**config.mk**
```make
export PLATFORM = sky130hd
export DESIGN_NAME = rss_top
export DESIGN_NICKNAME = d
export VERILOG_FILES = /design/src/common/rss_pkg.sv /design/src/design/rss_top.sv /design/src/design/rss_chan_store.sv
export VERILOG_INCLUDE_DIRS = /design/src /design/src/common
export SDC_FILE = /design/constraint.sdc
export NUM_CORES = 1
export LEC_CHECK = 0
export BUFFER_PORTS_ARGS = -buffer_cell sky130_fd_sc_hd__buf_4
export CORE_ASPECT_RATIO = 0.75
export CORE_UTILIZATION = 50
export DETAILED_ROUTE_END_ITERATION = 10
export PLACE_DENSITY = 0.75
export RECOVER_POWER = 100
export SYNTH_ARGS = -nofsm -noshare
export SYNTH_HDL_FRONTEND = slang
export SYNTH_SLANG_ARGS = --single-unit
```
**constraint.sdc**
```tcl
create_clock -name clk_sys -period 3.2 [get_ports clk_sys]
set_input_delay 0.8 -clock clk_sys [delete_from_list [all_inputs] [get_ports clk_sys]]
set_output_delay 0.8 -clock clk_sys [all_outputs]
set_load 0.02 [all_outputs]
```
**src/common/rss_regs.svh**
```systemverilog
// register offsets, field positions, reset values and counts of the signaling array
`ifndef RSS_REGS_SVH
`define RSS_REGS_SVH

`define RSS_NUM_CH         24
`define RSS_CHAN_W         5
`define RSS_ADDR_W         16
// register indices; each register is one word, its byte address four times its index
`define RSS_SUBST_IDX      16'h03C0
`define RSS_STORE_IDX      16'h0500
`define RSS_CHCTL_IDX      16'h0380
`define RSS_FRMCTL_IDX     16'h0107
`define RSS_SUBST_BASE     (`RSS_SUBST_IDX * 16'h0004)
`define RSS_STORE_BASE     (`RSS_STORE_IDX * 16'h0004)
`define RSS_CHCTL_BASE     (`RSS_CHCTL_IDX * 16'h0004)
`define RSS_FRMCTL_OFF     (`RSS_FRMCTL_IDX * 16'h0004)
`define RSS_FRMCTL_SFSYNC  7
`define RSS_FRMCTL_RBS     0
`define RSS_CHCTL_EXT_LSB  0
`define RSS_CHCTL_SUB_LSB  2
`define RSS_CHCTL_DEB      4
`define RSS_CHCTL_W        5
`define RSS_SIG_W          4
`define RSS_SIG_RESET      4'h0
`define RSS_CHCTL_RESET    5'h00
`define RSS_RESP_OKAY      2'h0
`define RSS_RESP_SLVERR    2'h2

`endif

```
**src/common/rss_pkg.sv**
```systemverilog
// types of the receive signaling substitution array
package rss_pkg;

  typedef enum logic [1:0] {
    RSS_SUB_ALL_ONES = 2'b00,
    RSS_SUB_CODE16   = 2'b01,
    RSS_SUB_CODE4    = 2'b10,
    RSS_SUB_CODE2    = 2'b11
  } rss_subst_sel_t;

  typedef enum logic [1:0] {
    RSS_EXT_NONE   = 2'b00,
    RSS_EXT_CODE16 = 2'b01,
    RSS_EXT_CODE4  = 2'b10,
    RSS_EXT_CODE2  = 2'b11
  } rss_extract_sel_t;

endpackage

```
**src/design/rss_top.sv**
```systemverilog
// receive signaling substitution values and received signaling store behind axi4-lite
//
// Design decision made here: the AXI4-Lite register port.
`timescale 1ns/100ps
`default_nettype none
`include "rss_regs.svh"

module rss_top #(
  parameter int NUM_CH = `RSS_NUM_CH
) (
  input  wire logic                    clk_sys,
  input  wire logic                    reset,
  input  wire logic [`RSS_ADDR_W-1:0]  s_axi_awaddr,
  input  wire logic                    s_axi_awvalid,
  output logic                         s_axi_awready,
  input  wire logic [31:0]             s_axi_wdata,
  input  wire logic [3:0]              s_axi_wstrb,
  input  wire logic                    s_axi_wvalid,
  output logic                         s_axi_wready,
  output logic [1:0]                   s_axi_bresp,
  output logic                         s_axi_bvalid,
  input  wire logic                    s_axi_bready,
  input  wire logic [`RSS_ADDR_W-1:0]  s_axi_araddr,
  input  wire logic                    s_axi_arvalid,
  output logic                         s_axi_arready,
  output logic [31:0]                  s_axi_rdata,
  output logic [1:0]                   s_axi_rresp,
  output logic                         s_axi_rvalid,
  input  wire logic                    s_axi_rready,
  input  wire logic                    rx_sig_valid,
  input  wire logic [`RSS_CHAN_W-1:0]  rx_sig_chan,
  input  wire logic [`RSS_SIG_W-1:0]   rx_sig_abcd,
  input  wire logic                    rx_sf_boundary,
  input  wire logic                    rbs_enable,
  output logic                         sig_out_valid,
  output logic [`RSS_CHAN_W-1:0]       sig_out_chan,
  output logic [`RSS_SIG_W-1:0]        signaling_output_pin
);

  // hit flag and channel index of a word address within a per-channel bank
  function automatic logic [`RSS_CHAN_W:0] bank_decode(
    input logic [`RSS_ADDR_W-1:0] addr,
    input logic [`RSS_ADDR_W-1:0] base
  );
    logic [`RSS_ADDR_W-1:0] diff;
    logic                   hit;
    diff = addr - base;
    hit  = (addr >= base) && (diff[`RSS_ADDR_W-1:2] < (`RSS_ADDR_W-2)'(NUM_CH))
           && (addr[1:0] == 2'b00);
    return {hit, diff[`RSS_CHAN_W+1:2]};
  endfunction

  // substituted value of one channel for a given scheme
  function automatic logic [`RSS_SIG_W-1:0] subst_value(
    input logic [1:0]            sel,
    input logic [`RSS_SIG_W-1:0] val
  );
    logic [`RSS_SIG_W-1:0] res;
    res = 4'hF;
    case (rss_pkg::rss_subst_sel_t'(sel))
      rss_pkg::RSS_SUB_ALL_ONES: res = 4'hF;
      rss_pkg::RSS_SUB_CODE16:   res = val;
      rss_pkg::RSS_SUB_CODE4:    res = {val[3], val[2], val[3], val[2]};
      rss_pkg::RSS_SUB_CODE2:    res = {4{val[3]}};
      default:                   res = 4'hF;
    endcase
    return res;
  endfunction

  // received bits kept by the extraction scheme, the rest forced to zero
  function automatic logic [`RSS_SIG_W-1:0] extract_value(
    input logic [1:0]            sel,
    input logic [`RSS_SIG_W-1:0] val
  );
    logic [`RSS_SIG_W-1:0] res;
    res = 4'h0;
    case (rss_pkg::rss_extract_sel_t'(sel))
      rss_pkg::RSS_EXT_NONE:   res = 4'h0;
      rss_pkg::RSS_EXT_CODE16: res = val;
      rss_pkg::RSS_EXT_CODE4:  res = {val[3:2], 2'b00};
      rss_pkg::RSS_EXT_CODE2:  res = {val[3], 3'b000};
      default:                 res = 4'h0;
    endcase
    return res;
  endfunction

  logic [`RSS_SIG_W-1:0]   subst_r [NUM_CH];
  logic [`RSS_CHCTL_W-1:0] chctl_r [NUM_CH];
  logic [`RSS_SIG_W-1:0]   store_w [NUM_CH];
  logic                    sf_sync_r;

  logic [`RSS_ADDR_W-1:0]  wr_addr_r;
  logic [31:0]             wr_data_r;
  logic [3:0]              wr_strb_r;
  logic                    wr_go;
  logic [`RSS_CHAN_W:0]    wr_sub_dec;
  logic [`RSS_CHAN_W:0]    wr_ctl_dec;
  logic                    wr_frm_hit;
  logic                    wr_hit;
  logic                    wr_low_lane;

  logic [`RSS_CHAN_W:0]    rd_sub_dec;
  logic [`RSS_CHAN_W:0]    rd_ctl_dec;
  logic [`RSS_CHAN_W:0]    rd_sto_dec;
  logic                    rd_frm_hit;
  logic                    rd_go;

  logic                    chan_ok;
  logic [1:0]              cur_sub_sel;
  logic [1:0]              cur_ext_sel;

  // write channel: address and data taken in either order, answered after both
  assign wr_go       = !s_axi_awready && !s_axi_wready && !s_axi_bvalid;
  assign wr_sub_dec  = bank_decode(wr_addr_r, `RSS_SUBST_BASE);
  assign wr_ctl_dec  = bank_decode(wr_addr_r, `RSS_CHCTL_BASE);
  assign wr_frm_hit  = (wr_addr_r == `RSS_FRMCTL_OFF);
  assign wr_hit      = wr_sub_dec[`RSS_CHAN_W] || wr_ctl_dec[`RSS_CHAN_W] || wr_frm_hit;
  assign wr_low_lane = wr_strb_r[0];

  always_ff @(posedge clk_sys) begin
    if (reset) begin
      s_axi_awready <= 1'b1;
      wr_addr_r     <= '0;
    end else if (s_axi_awready && s_axi_awvalid) begin
      s_axi_awready <= 1'b0;
      wr_addr_r     <= s_axi_awaddr;
    end else if (s_axi_bvalid && s_axi_bready) begin
      s_axi_awready <= 1'b1;
    end
  end

  always_ff @(posedge clk_sys) begin
    if (reset) begin
      s_axi_wready <= 1'b1;
      wr_data_r    <= 32'h0000_0000;
      wr_strb_r    <= 4'h0;
    end else if (s_axi_wready && s_axi_wvalid) begin
      s_axi_wready <= 1'b0;
      wr_data_r    <= s_axi_wdata;
      wr_strb_r    <= s_axi_wstrb;
    end else if (s_axi_bvalid && s_axi_bready) begin
      s_axi_wready <= 1'b1;
    end
  end

  always_ff @(posedge clk_sys) begin
    if (reset) begin
      s_axi_bvalid <= 1'b0;
      s_axi_bresp  <= `RSS_RESP_OKAY;
    end else if (wr_go) begin
      s_axi_bvalid <= 1'b1;
      s_axi_bresp  <= wr_hit ? `RSS_RESP_OKAY : `RSS_RESP_SLVERR;
    end else if (s_axi_bvalid && s_axi_bready) begin
      s_axi_bvalid <= 1'b0;
    end
  end

  // substitution values, low nibble only, upper bits dropped
  always_ff @(posedge clk_sys) begin
    if (reset) begin
      for (int i = 0; i < NUM_CH; i++) begin
        subst_r[i] <= `RSS_SIG_RESET;
      end
    end else if (wr_go && wr_low_lane && wr_sub_dec[`RSS_CHAN_W]) begin
      subst_r[wr_sub_dec[`RSS_CHAN_W-1:0]] <= wr_data_r[`RSS_SIG_W-1:0];
    end
  end

  // per-channel scheme selects and debounce enable
  always_ff @(posedge clk_sys) begin
    if (reset) begin
      for (int i = 0; i < NUM_CH; i++) begin
        chctl_r[i] <= `RSS_CHCTL_RESET;
      end
    end else if (wr_go && wr_low_lane && wr_ctl_dec[`RSS_CHAN_W]) begin
      chctl_r[wr_ctl_dec[`RSS_CHAN_W-1:0]] <= wr_data_r[`RSS_CHCTL_W-1:0];
    end
  end

  // superframe-boundary update control
  always_ff @(posedge clk_sys) begin
    if (reset) begin
      sf_sync_r <= 1'b0;
    end else if (wr_go && wr_low_lane && wr_frm_hit) begin
      sf_sync_r <= wr_data_r[`RSS_FRMCTL_SFSYNC];
    end
  end

  // read channel: one read at a time, data one edge after the address
  assign rd_go      = s_axi_arready && s_axi_arvalid;
  assign rd_sub_dec = bank_decode(s_axi_araddr, `RSS_SUBST_BASE);
  assign rd_ctl_dec = bank_decode(s_axi_araddr, `RSS_CHCTL_BASE);
  assign rd_sto_dec = bank_decode(s_axi_araddr, `RSS_STORE_BASE);
  assign rd_frm_hit = (s_axi_araddr == `RSS_FRMCTL_OFF);

  always_ff @(posedge clk_sys) begin
    if (reset) begin
      s_axi_arready <= 1'b1;
      s_axi_rvalid  <= 1'b0;
    end else if (rd_go) begin
      s_axi_arready <= 1'b0;
      s_axi_rvalid  <= 1'b1;
    end else if (s_axi_rvalid && s_axi_rready) begin
      s_axi_arready <= 1'b1;
      s_axi_rvalid  <= 1'b0;
    end
  end

  always_ff @(posedge clk_sys) begin
    if (reset) begin
      s_axi_rdata <= 32'h0000_0000;
      s_axi_rresp <= `RSS_RESP_OKAY;
    end else if (rd_go) begin
      s_axi_rresp <= `RSS_RESP_OKAY;
      if (rd_sub_dec[`RSS_CHAN_W]) begin
        s_axi_rdata <= {28'h000_0000, subst_r[rd_sub_dec[`RSS_CHAN_W-1:0]]};
      end else if (rd_sto_dec[`RSS_CHAN_W]) begin
        s_axi_rdata <= {28'h000_0000, store_w[rd_sto_dec[`RSS_CHAN_W-1:0]]};
      end else if (rd_ctl_dec[`RSS_CHAN_W]) begin
        s_axi_rdata <= {27'h000_0000, chctl_r[rd_ctl_dec[`RSS_CHAN_W-1:0]]};
      end else if (rd_frm_hit) begin
        // robbed-bit state shown so software knows whether the store means anything
        s_axi_rdata <= {24'h00_0000, sf_sync_r, 6'h00, rbs_enable};
      end else begin
        s_axi_rdata <= 32'h0000_0000;
        s_axi_rresp <= `RSS_RESP_SLVERR;
      end
    end
  end

  // receive sample path
  assign chan_ok     = rx_sig_valid && (rx_sig_chan < `RSS_CHAN_W'(NUM_CH));
  assign cur_sub_sel = chan_ok ? chctl_r[rx_sig_chan][`RSS_CHCTL_SUB_LSB +: 2] : 2'b00;
  assign cur_ext_sel = chan_ok ? chctl_r[rx_sig_chan][`RSS_CHCTL_EXT_LSB +: 2] : 2'b00;

  // substituted signaling towards the output pin
  always_ff @(posedge clk_sys) begin
    if (reset) begin
      sig_out_valid        <= 1'b0;
      sig_out_chan         <= '0;
      signaling_output_pin <= `RSS_SIG_RESET;
    end else begin
      sig_out_valid <= chan_ok;
      if (chan_ok) begin
        sig_out_chan         <= rx_sig_chan;
        signaling_output_pin <= subst_value(cur_sub_sel, subst_r[rx_sig_chan]);
      end
    end
  end

  // one store entry per channel, fed only when extraction is on
  for (genvar ch = 0; ch < NUM_CH; ch++) begin : g_chan
    logic ext_on;
    assign ext_on = chan_ok && (rx_sig_chan == `RSS_CHAN_W'(ch))
                    && (cur_ext_sel != rss_pkg::RSS_EXT_NONE);
    rss_chan_store u_store (
      .clk_sys         (clk_sys),
      .reset           (reset),
      .sample_valid    (ext_on),
      .sample_abcd     (extract_value(cur_ext_sel, rx_sig_abcd)),
      .sf_boundary     (rx_sf_boundary),
      .debounce_enable (chctl_r[ch][`RSS_CHCTL_DEB]),
      .sf_sync         (sf_sync_r),
      .store_r         (store_w[ch])
    );
  end

endmodule
`default_nettype wire

```
**src/design/rss_chan_store.sv**
```systemverilog
// one channel of the received signaling store with two-superframe debounce
`timescale 1ns/100ps
`default_nettype none
`include "rss_regs.svh"

module rss_chan_store (
  input  wire logic                   clk_sys,
  input  wire logic                   reset,
  input  wire logic                   sample_valid,
  input  wire logic [`RSS_SIG_W-1:0]  sample_abcd,
  input  wire logic                   sf_boundary,
  input  wire logic                   debounce_enable,
  input  wire logic                   sf_sync,
  output logic      [`RSS_SIG_W-1:0]  store_r
);

  logic [`RSS_SIG_W-1:0] cur_sf_r;
  logic [`RSS_SIG_W-1:0] prev_sf_r;
  logic                  immediate;

  assign immediate = !debounce_enable || !sf_sync;

  // latest state seen within the running superframe
  always_ff @(posedge clk_sys) begin
    if (reset) begin
      cur_sf_r <= `RSS_SIG_RESET;
    end else if (sample_valid) begin
      cur_sf_r <= sample_abcd;
    end
  end

  // state held by the superframe just closed
  always_ff @(posedge clk_sys) begin
    if (reset) begin
      prev_sf_r <= `RSS_SIG_RESET;
    end else if (sf_boundary) begin
      prev_sf_r <= cur_sf_r;
    end
  end

  always_ff @(posedge clk_sys) begin
    if (reset) begin
      store_r <= `RSS_SIG_RESET;
    end else if (immediate) begin
      if (sample_valid) begin
        store_r <= sample_abcd;
      end
    end else if (sf_boundary && (cur_sf_r == prev_sf_r)) begin
      store_r <= cur_sf_r;
    end
    // differing superframes leave the entry as it stands
  end

endmodule
`default_nettype wire

```
==> flow_metrics.env, run 1 <==
export IMPL_netlist_top_cells_area="edfxtp_1 (28%), dfxtp_1 (22%), mux4_2 (13%)"
export IMPL_p_per_area_nw_per_um2=513
export IMPL_critical_path_max_fanout=36
export IMPL_maxCapViolations=1
export IMPL_pre_cts_slack_ns=-0.124
export IMPL_critPathLaunchType="flop"
export IMPL_place_inst=3614
export IMPL_status="complete, but fails checks"
export IMPL_cts_tree="yes"
export IMPL_drtIter0Drc=3009
export IMPL_yosys_most_used_dff="dfxtp_1"
export IMPL_violations="max-capacitance violations, max-slew violations"
export IMPL_seq_area_sq_um=15400
export IMPL_layout_drive_gt1_share=0.183
export IMPL_cts_buffers_inserted=61
export IMPL_grt_pass1_vias=22500
export IMPL_synth_edf_count=288
export IMPL_routed_wl_um=86000
export IMPL_via_per_inst=6.24
export IMPL_dpl_hpwl_um=60000
export IMPL_core_rowCount=78
export IMPL_drc_errors=0
export IMPL_clock_skew_ns=0.0188
export IMPL_yosysMostFrequentCell="dfxtp_1"
export IMPL_fin_crit_sh=0.947
export IMPL_finalInstanceArea_sq_um=34900
export IMPL_min_period_ns=3.03
export IMPL_clk_path_buf_depth=3
export IMPL_swShare=0.245
export IMPL_die_h_um=216
export IMPL_worstHoldPathCells=3
export IMPL_timing_slew_headroom=-0.0634
export IMPL_hold_viol=0
export IMPL_avgSynthCellArea_sq_um=11.3
export IMPL_synthArstFlopShare=0
export IMPL_clk_latency_ns=0.64
export IMPL_worstSetupPathType="flop to flop"
export IMPL_vias=23300
export IMPL_die_w_um=288
export IMPL_cts_sinks=623
export IMPL_arrival_ns=3.36
export IMPL_hold_class="input port to flop"
export IMPL_coreArea_sq_um=60400
export IMPL_post_cts_buffers=0
export IMPL_worstSetupEndpointType="flop"
export IMPL_tightest_slew_ns=1.60
export IMPL_yosys_warnings=0
export IMPL_grt_max_degree=208
export IMPL_reg2reg_slack_ns=0.17
export IMPL_synth_area_sq_um=30600
export IMPL_synthDistinctLibCells=84
export IMPL_io_pins=138
export IMPL_synth_seq_cells=623
export IMPL_synth_largest_area_cell="edfxtp_1"
export IMPL_max_freq_ghz=0.330
export IMPL_die_area_sq_um=62100
export IMPL_synthCells=2698
export IMPL_cts_root_buffer="clkbuf_16"
export IMPL_slew_viol_final=208
export IMPL_grt_pass1_wl_um=133000
export IMPL_initial_core_util=0.506
export IMPL_p_seq_frac=0.484
export IMPL_leakage_uw=0.0129
export IMPL_worstPathRequired_ns=3.53
export IMPL_path_clk_slew_ns=0.06
export IMPL_final_nets=2967
export IMPL_p_total_uw=17900
export IMPL_io_buffers=80
export IMPL_p_sw_uw=4380
export IMPL_grt_setup_unrepaired="no"
export IMPL_antenna_found_initial=2
export IMPL_rr_worst_depth=10
export IMPL_synth_top_cells_by_count="dfxtp_1 (335), edfxtp_1 (288), nor2_1 (258), nand2_1 (229), nor3_1 (227)"
export IMPL_setup_viol=0
export IMPL_cts_hold_fix_buffers=0
export IMPL_place_area_sq_um=33200
export IMPL_gp_congestion=0.938
export IMPL_synth_top_area_share=0.283
export IMPL_final_cells=3729
export IMPL_internal_power_uw=13500
export IMPL_grt_use_total=0.277
export IMPL_clkPwrFrac=0.417
export IMPL_ir_drop_mv=0.454
export IMPL_fin_setup_tns_ns=0
export IMPL_overflow=0
export IMPL_cts_max_level=2
export IMPL_yosysSeqAreaShare=0.502
export IMPL_routedWlPerCell_um=23.1
export IMPL_fin_ws_ns=0.168
export IMPL_drt_pass1_iter_count=9
export IMPL_multi_input_area_sq_um=14100
export IMPL_power_frac_comb=0.099
export IMPL_nFillCells=4796
export IMPL_ant_nets=0
export IMPL_syn2layout_area_growth_pct=14.0
cell families after synthesis:
group                    share of synthesized area
AO/OA/AOI/OAI                               0.0790
XOR/XNOR                                    0.0284
adder cells (fa/ha/maj)                    0.00123
buffers and inverters                       0.0460
flip-flops                                   0.502
multiplexers                                 0.209
other                                     0.000123
AND/OR/NAND/NOR                              0.134
final cells by class:
| cell class | instances | area share |
|---|---|---|
| sequential | 623 | 0.441 |
| multi-input combinational | 1877 | 0.405 |
| timing repair buffer | 282 | 0.0629 |
| clock buffer | 87 | 0.0513 |
| tap | 800 | 0.0287 |
| clock inverter | 27 | 0.00815 |
| inverter | 32 | 0.00345 |
| antenna | 1 | 0.0000718 |
metal layers:
metal / vias up / global-route usage / share of wire / routed length [um]
li1: 10300 / - / - / -
met1: 11300 / 0.396 / 0.41 / 34900
met2: 1470 / 0.414 / 0.44 / 37800
met3: 176 / 0.0711 / 0.13 / 11000
met4: 2 / 0.0819 / 0.027 / 2330
met5: - / 0 / 0.00020 / 17
repair_timing:
item / in CTS / in global routing
endpoints found under the hold margin: 0 / 0
resized for setup: 0 / 2
setup endpoints to repair: 0 / 36
worst max-delay path: stages, from the launching register on:
cell and delay [ns]:
dfxtp_1 0.42, ha_1 0.24, and2_0 0.17, a21oi_1 0.07, o32ai_1 0.12, nand3_1 0.13, or3_1 0.41, or3_1 0.38
buf_12 0.20, o21ai_0 0.27, clkbuf_2 0.30
state kept, by name, indices dropped and copies added, names as in the netlist, 4 cells and up:
| name | count |
|---|---|
| g_chan.u_store.prev_sf_r | 96 |
| wr_data_r | 6 |
| signaling_output_pin | 4 |
| sig_out_chan | 5 |
| g_chan.u_store.store_r | 96 |
| wr_addr_r | 16 |
| subst_r | 128 |
| chctl_r | 160 |
| s_axi_rdata | 6 |
| g_chan.u_store.cur_sf_r | 96 |
layout by cell type, fill, tap and decap left out, types with 77 or more instances in the layout:
cell / instances
a21oi_1: 95
buf_4: 177
clkbuf_1: 77
conb_1: 100
dfxtp_1: 334
edfxtp_1: 288
mux2i_1: 223
mux4_2: 180
nand2_1: 230
nand3_1: 84
nor2_1: 259
nor3_1: 227
o21ai_0: 110
through the flow:
| stage | hold WS [ns] | util |
|---|---|---|
| 4_1_cts | 0.386 | 0.583 |
| 6_report | 0.416 | 0.577 |
| 3_5_place_dp | 0.454 | 0.549 |
| 5_1_grt | 0.407 | 0.577 |
| 3_3_place_gp | 0.446 | 0.549 |
| 2_1_floorplan | 0.436 | - |
path summary, 6_finish.rpt:
check                        startpoint                           to
max           wr_addr_r[9]$_SDFFE_PP0P_  chctl_r[8][1]$_SDFFCE_PN0P_
min                     s_axi_awaddr[7]    wr_addr_r[7]$_SDFFE_PP0P_
max reg2reg   wr_addr_r[9]$_SDFFE_PP0P_  chctl_r[8][1]$_SDFFCE_PN0P_
min reg2reg  wr_addr_r[15]$_SDFFE_PP0P_   wr_addr_r[15]$_SDFFE_PP0P_
power by group through the flow:
stage	clock [uW]	sequential (uW)	combinational (uW)
2_1_floorplan	0	8790	1110
3_3_place_gp	0	8810	1730
3_5_place_dp	0	8830	1770
4_1_cts	7530	8660	1780
5_1_grt	7850	8680	1850
6_report	7460	8670	1760
No activity file was read; power rests on OpenSTA's default activity.
==> inputs of run 2 (changes only) <==
- CORE_MARGIN: default -> 2
==> run 2 against run 1 <==
The flow still finishes with violations (max-capacitance violations, max-slew violations). Critical path depth decreased by 1. Non-clock buffer count decreased by 15. Clock power increased by 3%. Setup slack improved by 0.024 ns. Core utilization increased by 0.081 points. First-iteration DRC count decreased by 6.1%. Total power increased by 1.1%. Register-to-register slack improved by 0.02 ns. Maximum frequency increased by 0.81%. Clock skew increased by 0.0086 ns. Largest cell class unchanged.
==> flow_metrics.env, run 2 (synthesis results as in run 1) <==
export IMPL_die_h_um=218
export IMPL_core_rowCount=78
export IMPL_coreArea_sq_um=60500
export IMPL_antenna_found_initial=5
export IMPL_dpl_hpwl_um=58500
export IMPL_ant_nets=0
export IMPL_grt_pass1_vias=22500
export IMPL_seq_area_sq_um=15400
export IMPL_grt_pass1_wl_um=131000
export IMPL_final_cell_mix="dfxtp_1 (334), edfxtp_1 (288), nor2_1 (258)"
export IMPL_tightest_slew_ns=1.88
export IMPL_drtIter0Drc=2826
export IMPL_cts_root_buffer="clkbuf_16"
export IMPL_p_per_area_nw_per_um2=518
export IMPL_violations="max-capacitance violations, max-slew violations"
export IMPL_critPathLaunchType="flop"
export IMPL_die_area_sq_um=63200
export IMPL_cts_sinks=623
export IMPL_fin_ws_ns=0.192
export IMPL_die_w_um=290
export IMPL_worstSetupEndpointType="flop"
export IMPL_final_nets=2951
export IMPL_slew_viol_final=280
export IMPL_maxCapViolations=3
export IMPL_min_period_ns=3.01
export IMPL_path_clk_slew_ns=0.06
export IMPL_routed_wl_um=85300
export IMPL_ir_drop_mv=0.385
export IMPL_grt_use_total=0.269
export IMPL_critical_path_max_fanout=30
export IMPL_clk_path_buf_depth=3
export IMPL_largestRegisters="chctl_r: 160 flops, subst_r: 128 flops"
export IMPL_hold_viol=0
export IMPL_ctsResizeCount=0
export IMPL_grt_use_met1=0.385
export IMPL_drt_pass1_iter_count=8
export IMPL_largest_register_ffs=160
export IMPL_grt_max_degree=232
export IMPL_busiest_layer="met2"
export IMPL_cts_buffers_inserted=60
export IMPL_nFillCells=4863
export IMPL_num_antenna_cells=0
export IMPL_initial_core_util=0.505
export IMPL_final_common_cell="dfxtp_1"
export IMPL_arrival_ns=3.27
export IMPL_top_register="chctl_r"
export IMPL_pre_cts_slack_ns=-0.112
export IMPL_worstSetupPathType="flop to flop"
export IMPL_setup_viol=0
export IMPL_grt_use_met2=0.402
export IMPL_timing_slew_headroom=-0.255
export IMPL_multi_input_area_sq_um=14200
export IMPL_gp_congestion=0.915
export IMPL_worstPathRequired_ns=3.46
export IMPL_fin_crit_sh=0.940
export IMPL_leakage_uw=0.0130
export IMPL_status="complete, but fails checks"
export IMPL_cts_max_level=2
export IMPL_post_cts_buffers=0
export IMPL_overflow=0
export IMPL_vias=23200
export IMPL_cts_hold_fix_buffers=0
export IMPL_use_met3=0.0760
export IMPL_io_buffers=80
export IMPL_layout_drive_gt1_share=0.192
export IMPL_drc_errors=0
export IMPL_max_freq_ghz=0.332
export IMPL_clock_skew_ns=0.0274
export IMPL_cts_tree="yes"
export IMPL_syn2layout_area_growth_pct=14.4
export IMPL_io_pins=138
export IMPL_p_total_uw=18100
export IMPL_clk_latency_ns=0.64
export IMPL_via_per_inst=6.24
export IMPL_routedWlPerCell_um=23.0
export IMPL_hold_class="input port to flop"
## run 2: cell count changes in the layout (fill, tap and decap cells not counted), sizes merged
cell | previous run | this run
clkbuf | 163 | 113
inv | 35 | 34
diode | 1 | 0
clkinv | 16 | 19
buf | 206 | 233
clkinvlp | 3 | 2
bufinv | 5 | 11
## run 2: power breakdown
part	total [uW]	switching, uW	internal, uW
sequential	8670	141	8530
combinational	1780	1070	704
clock	7650	3110	4540
total	18100	4320	13800
## run 2: layout make-up
type,count,area share
well taps,800,0.0286
clock buffers,79,0.0476
inverters,32,0.00344
flip-flops and latches,623,0.439
repair buffers,267,0.0616
clock inverters,34,0.0130
multi-input cells,1877,0.406
## run 2: critical path, stage by stage, from the launching register on
cell and delay (ns):
dfxtp_1 0.39, ha_1 0.23, and2_1 0.16, mux2i_1 0.07
nand4b_1 0.19, nor3_1 0.23, buf_4 0.19, nand2_1 0.06
clkbuf_2 0.41, o21ai_0 0.69
## run 2: routing by layer
| layer | share of wire | routed length, um | up-vias |
|---|---|---|---|
| li1 | - | - | 10300 |
| met5 | 0.00047 | 40 | - |
| met3 | 0.13 | 11500 | 161 |
| met1 | 0.40 | 34500 | 11300 |
| met2 | 0.44 | 37200 | 1413 |
| met4 | 0.024 | 2040 | 6 |
## run 2: path summary, 6_finish.rpt
| path | start | to | slack, ns | cells after the start |
|---|---|---|---|---|
| worst min register to register | wr_addr_r[1]$_SDFFE_PP0P_ | wr_addr_r[1]$_SDFFE_PP0P_ | 0.46 | 2 |
| worst min-delay path | s_axi_awaddr[12] | wr_addr_r[12]$_SDFFE_PP0P_ | 0.43 | 3 |
| worst max register to register | wr_addr_r[10]$_SDFFE_PP0P_ | subst_r[8][0]$_SDFFCE_PN0P_ | 0.19 | 9 |
| worst max-delay path | wr_addr_r[10]$_SDFFE_PP0P_ | subst_r[8][0]$_SDFFCE_PN0P_ | 0.19 | 9 |
## run 2: stage by stage
step / TNS (ns) / area (sq um) / hold slack (ns) / util / std cells
floorplan: 0 / 30900 / 0.436 / - / 2797
global placement: -0.315 / 33000 / 0.446 / 0.545 / 3599
detailed placement: -3.67 / 33000 / 0.447 / 0.545 / 3599
CTS: 0 / 35100 / 0.402 / 0.580 / 3712
global route: -0.0302 / 35000 / 0.424 / 0.578 / 3712
finish: 0 / 35000 / 0.429 / 0.578 / 3712
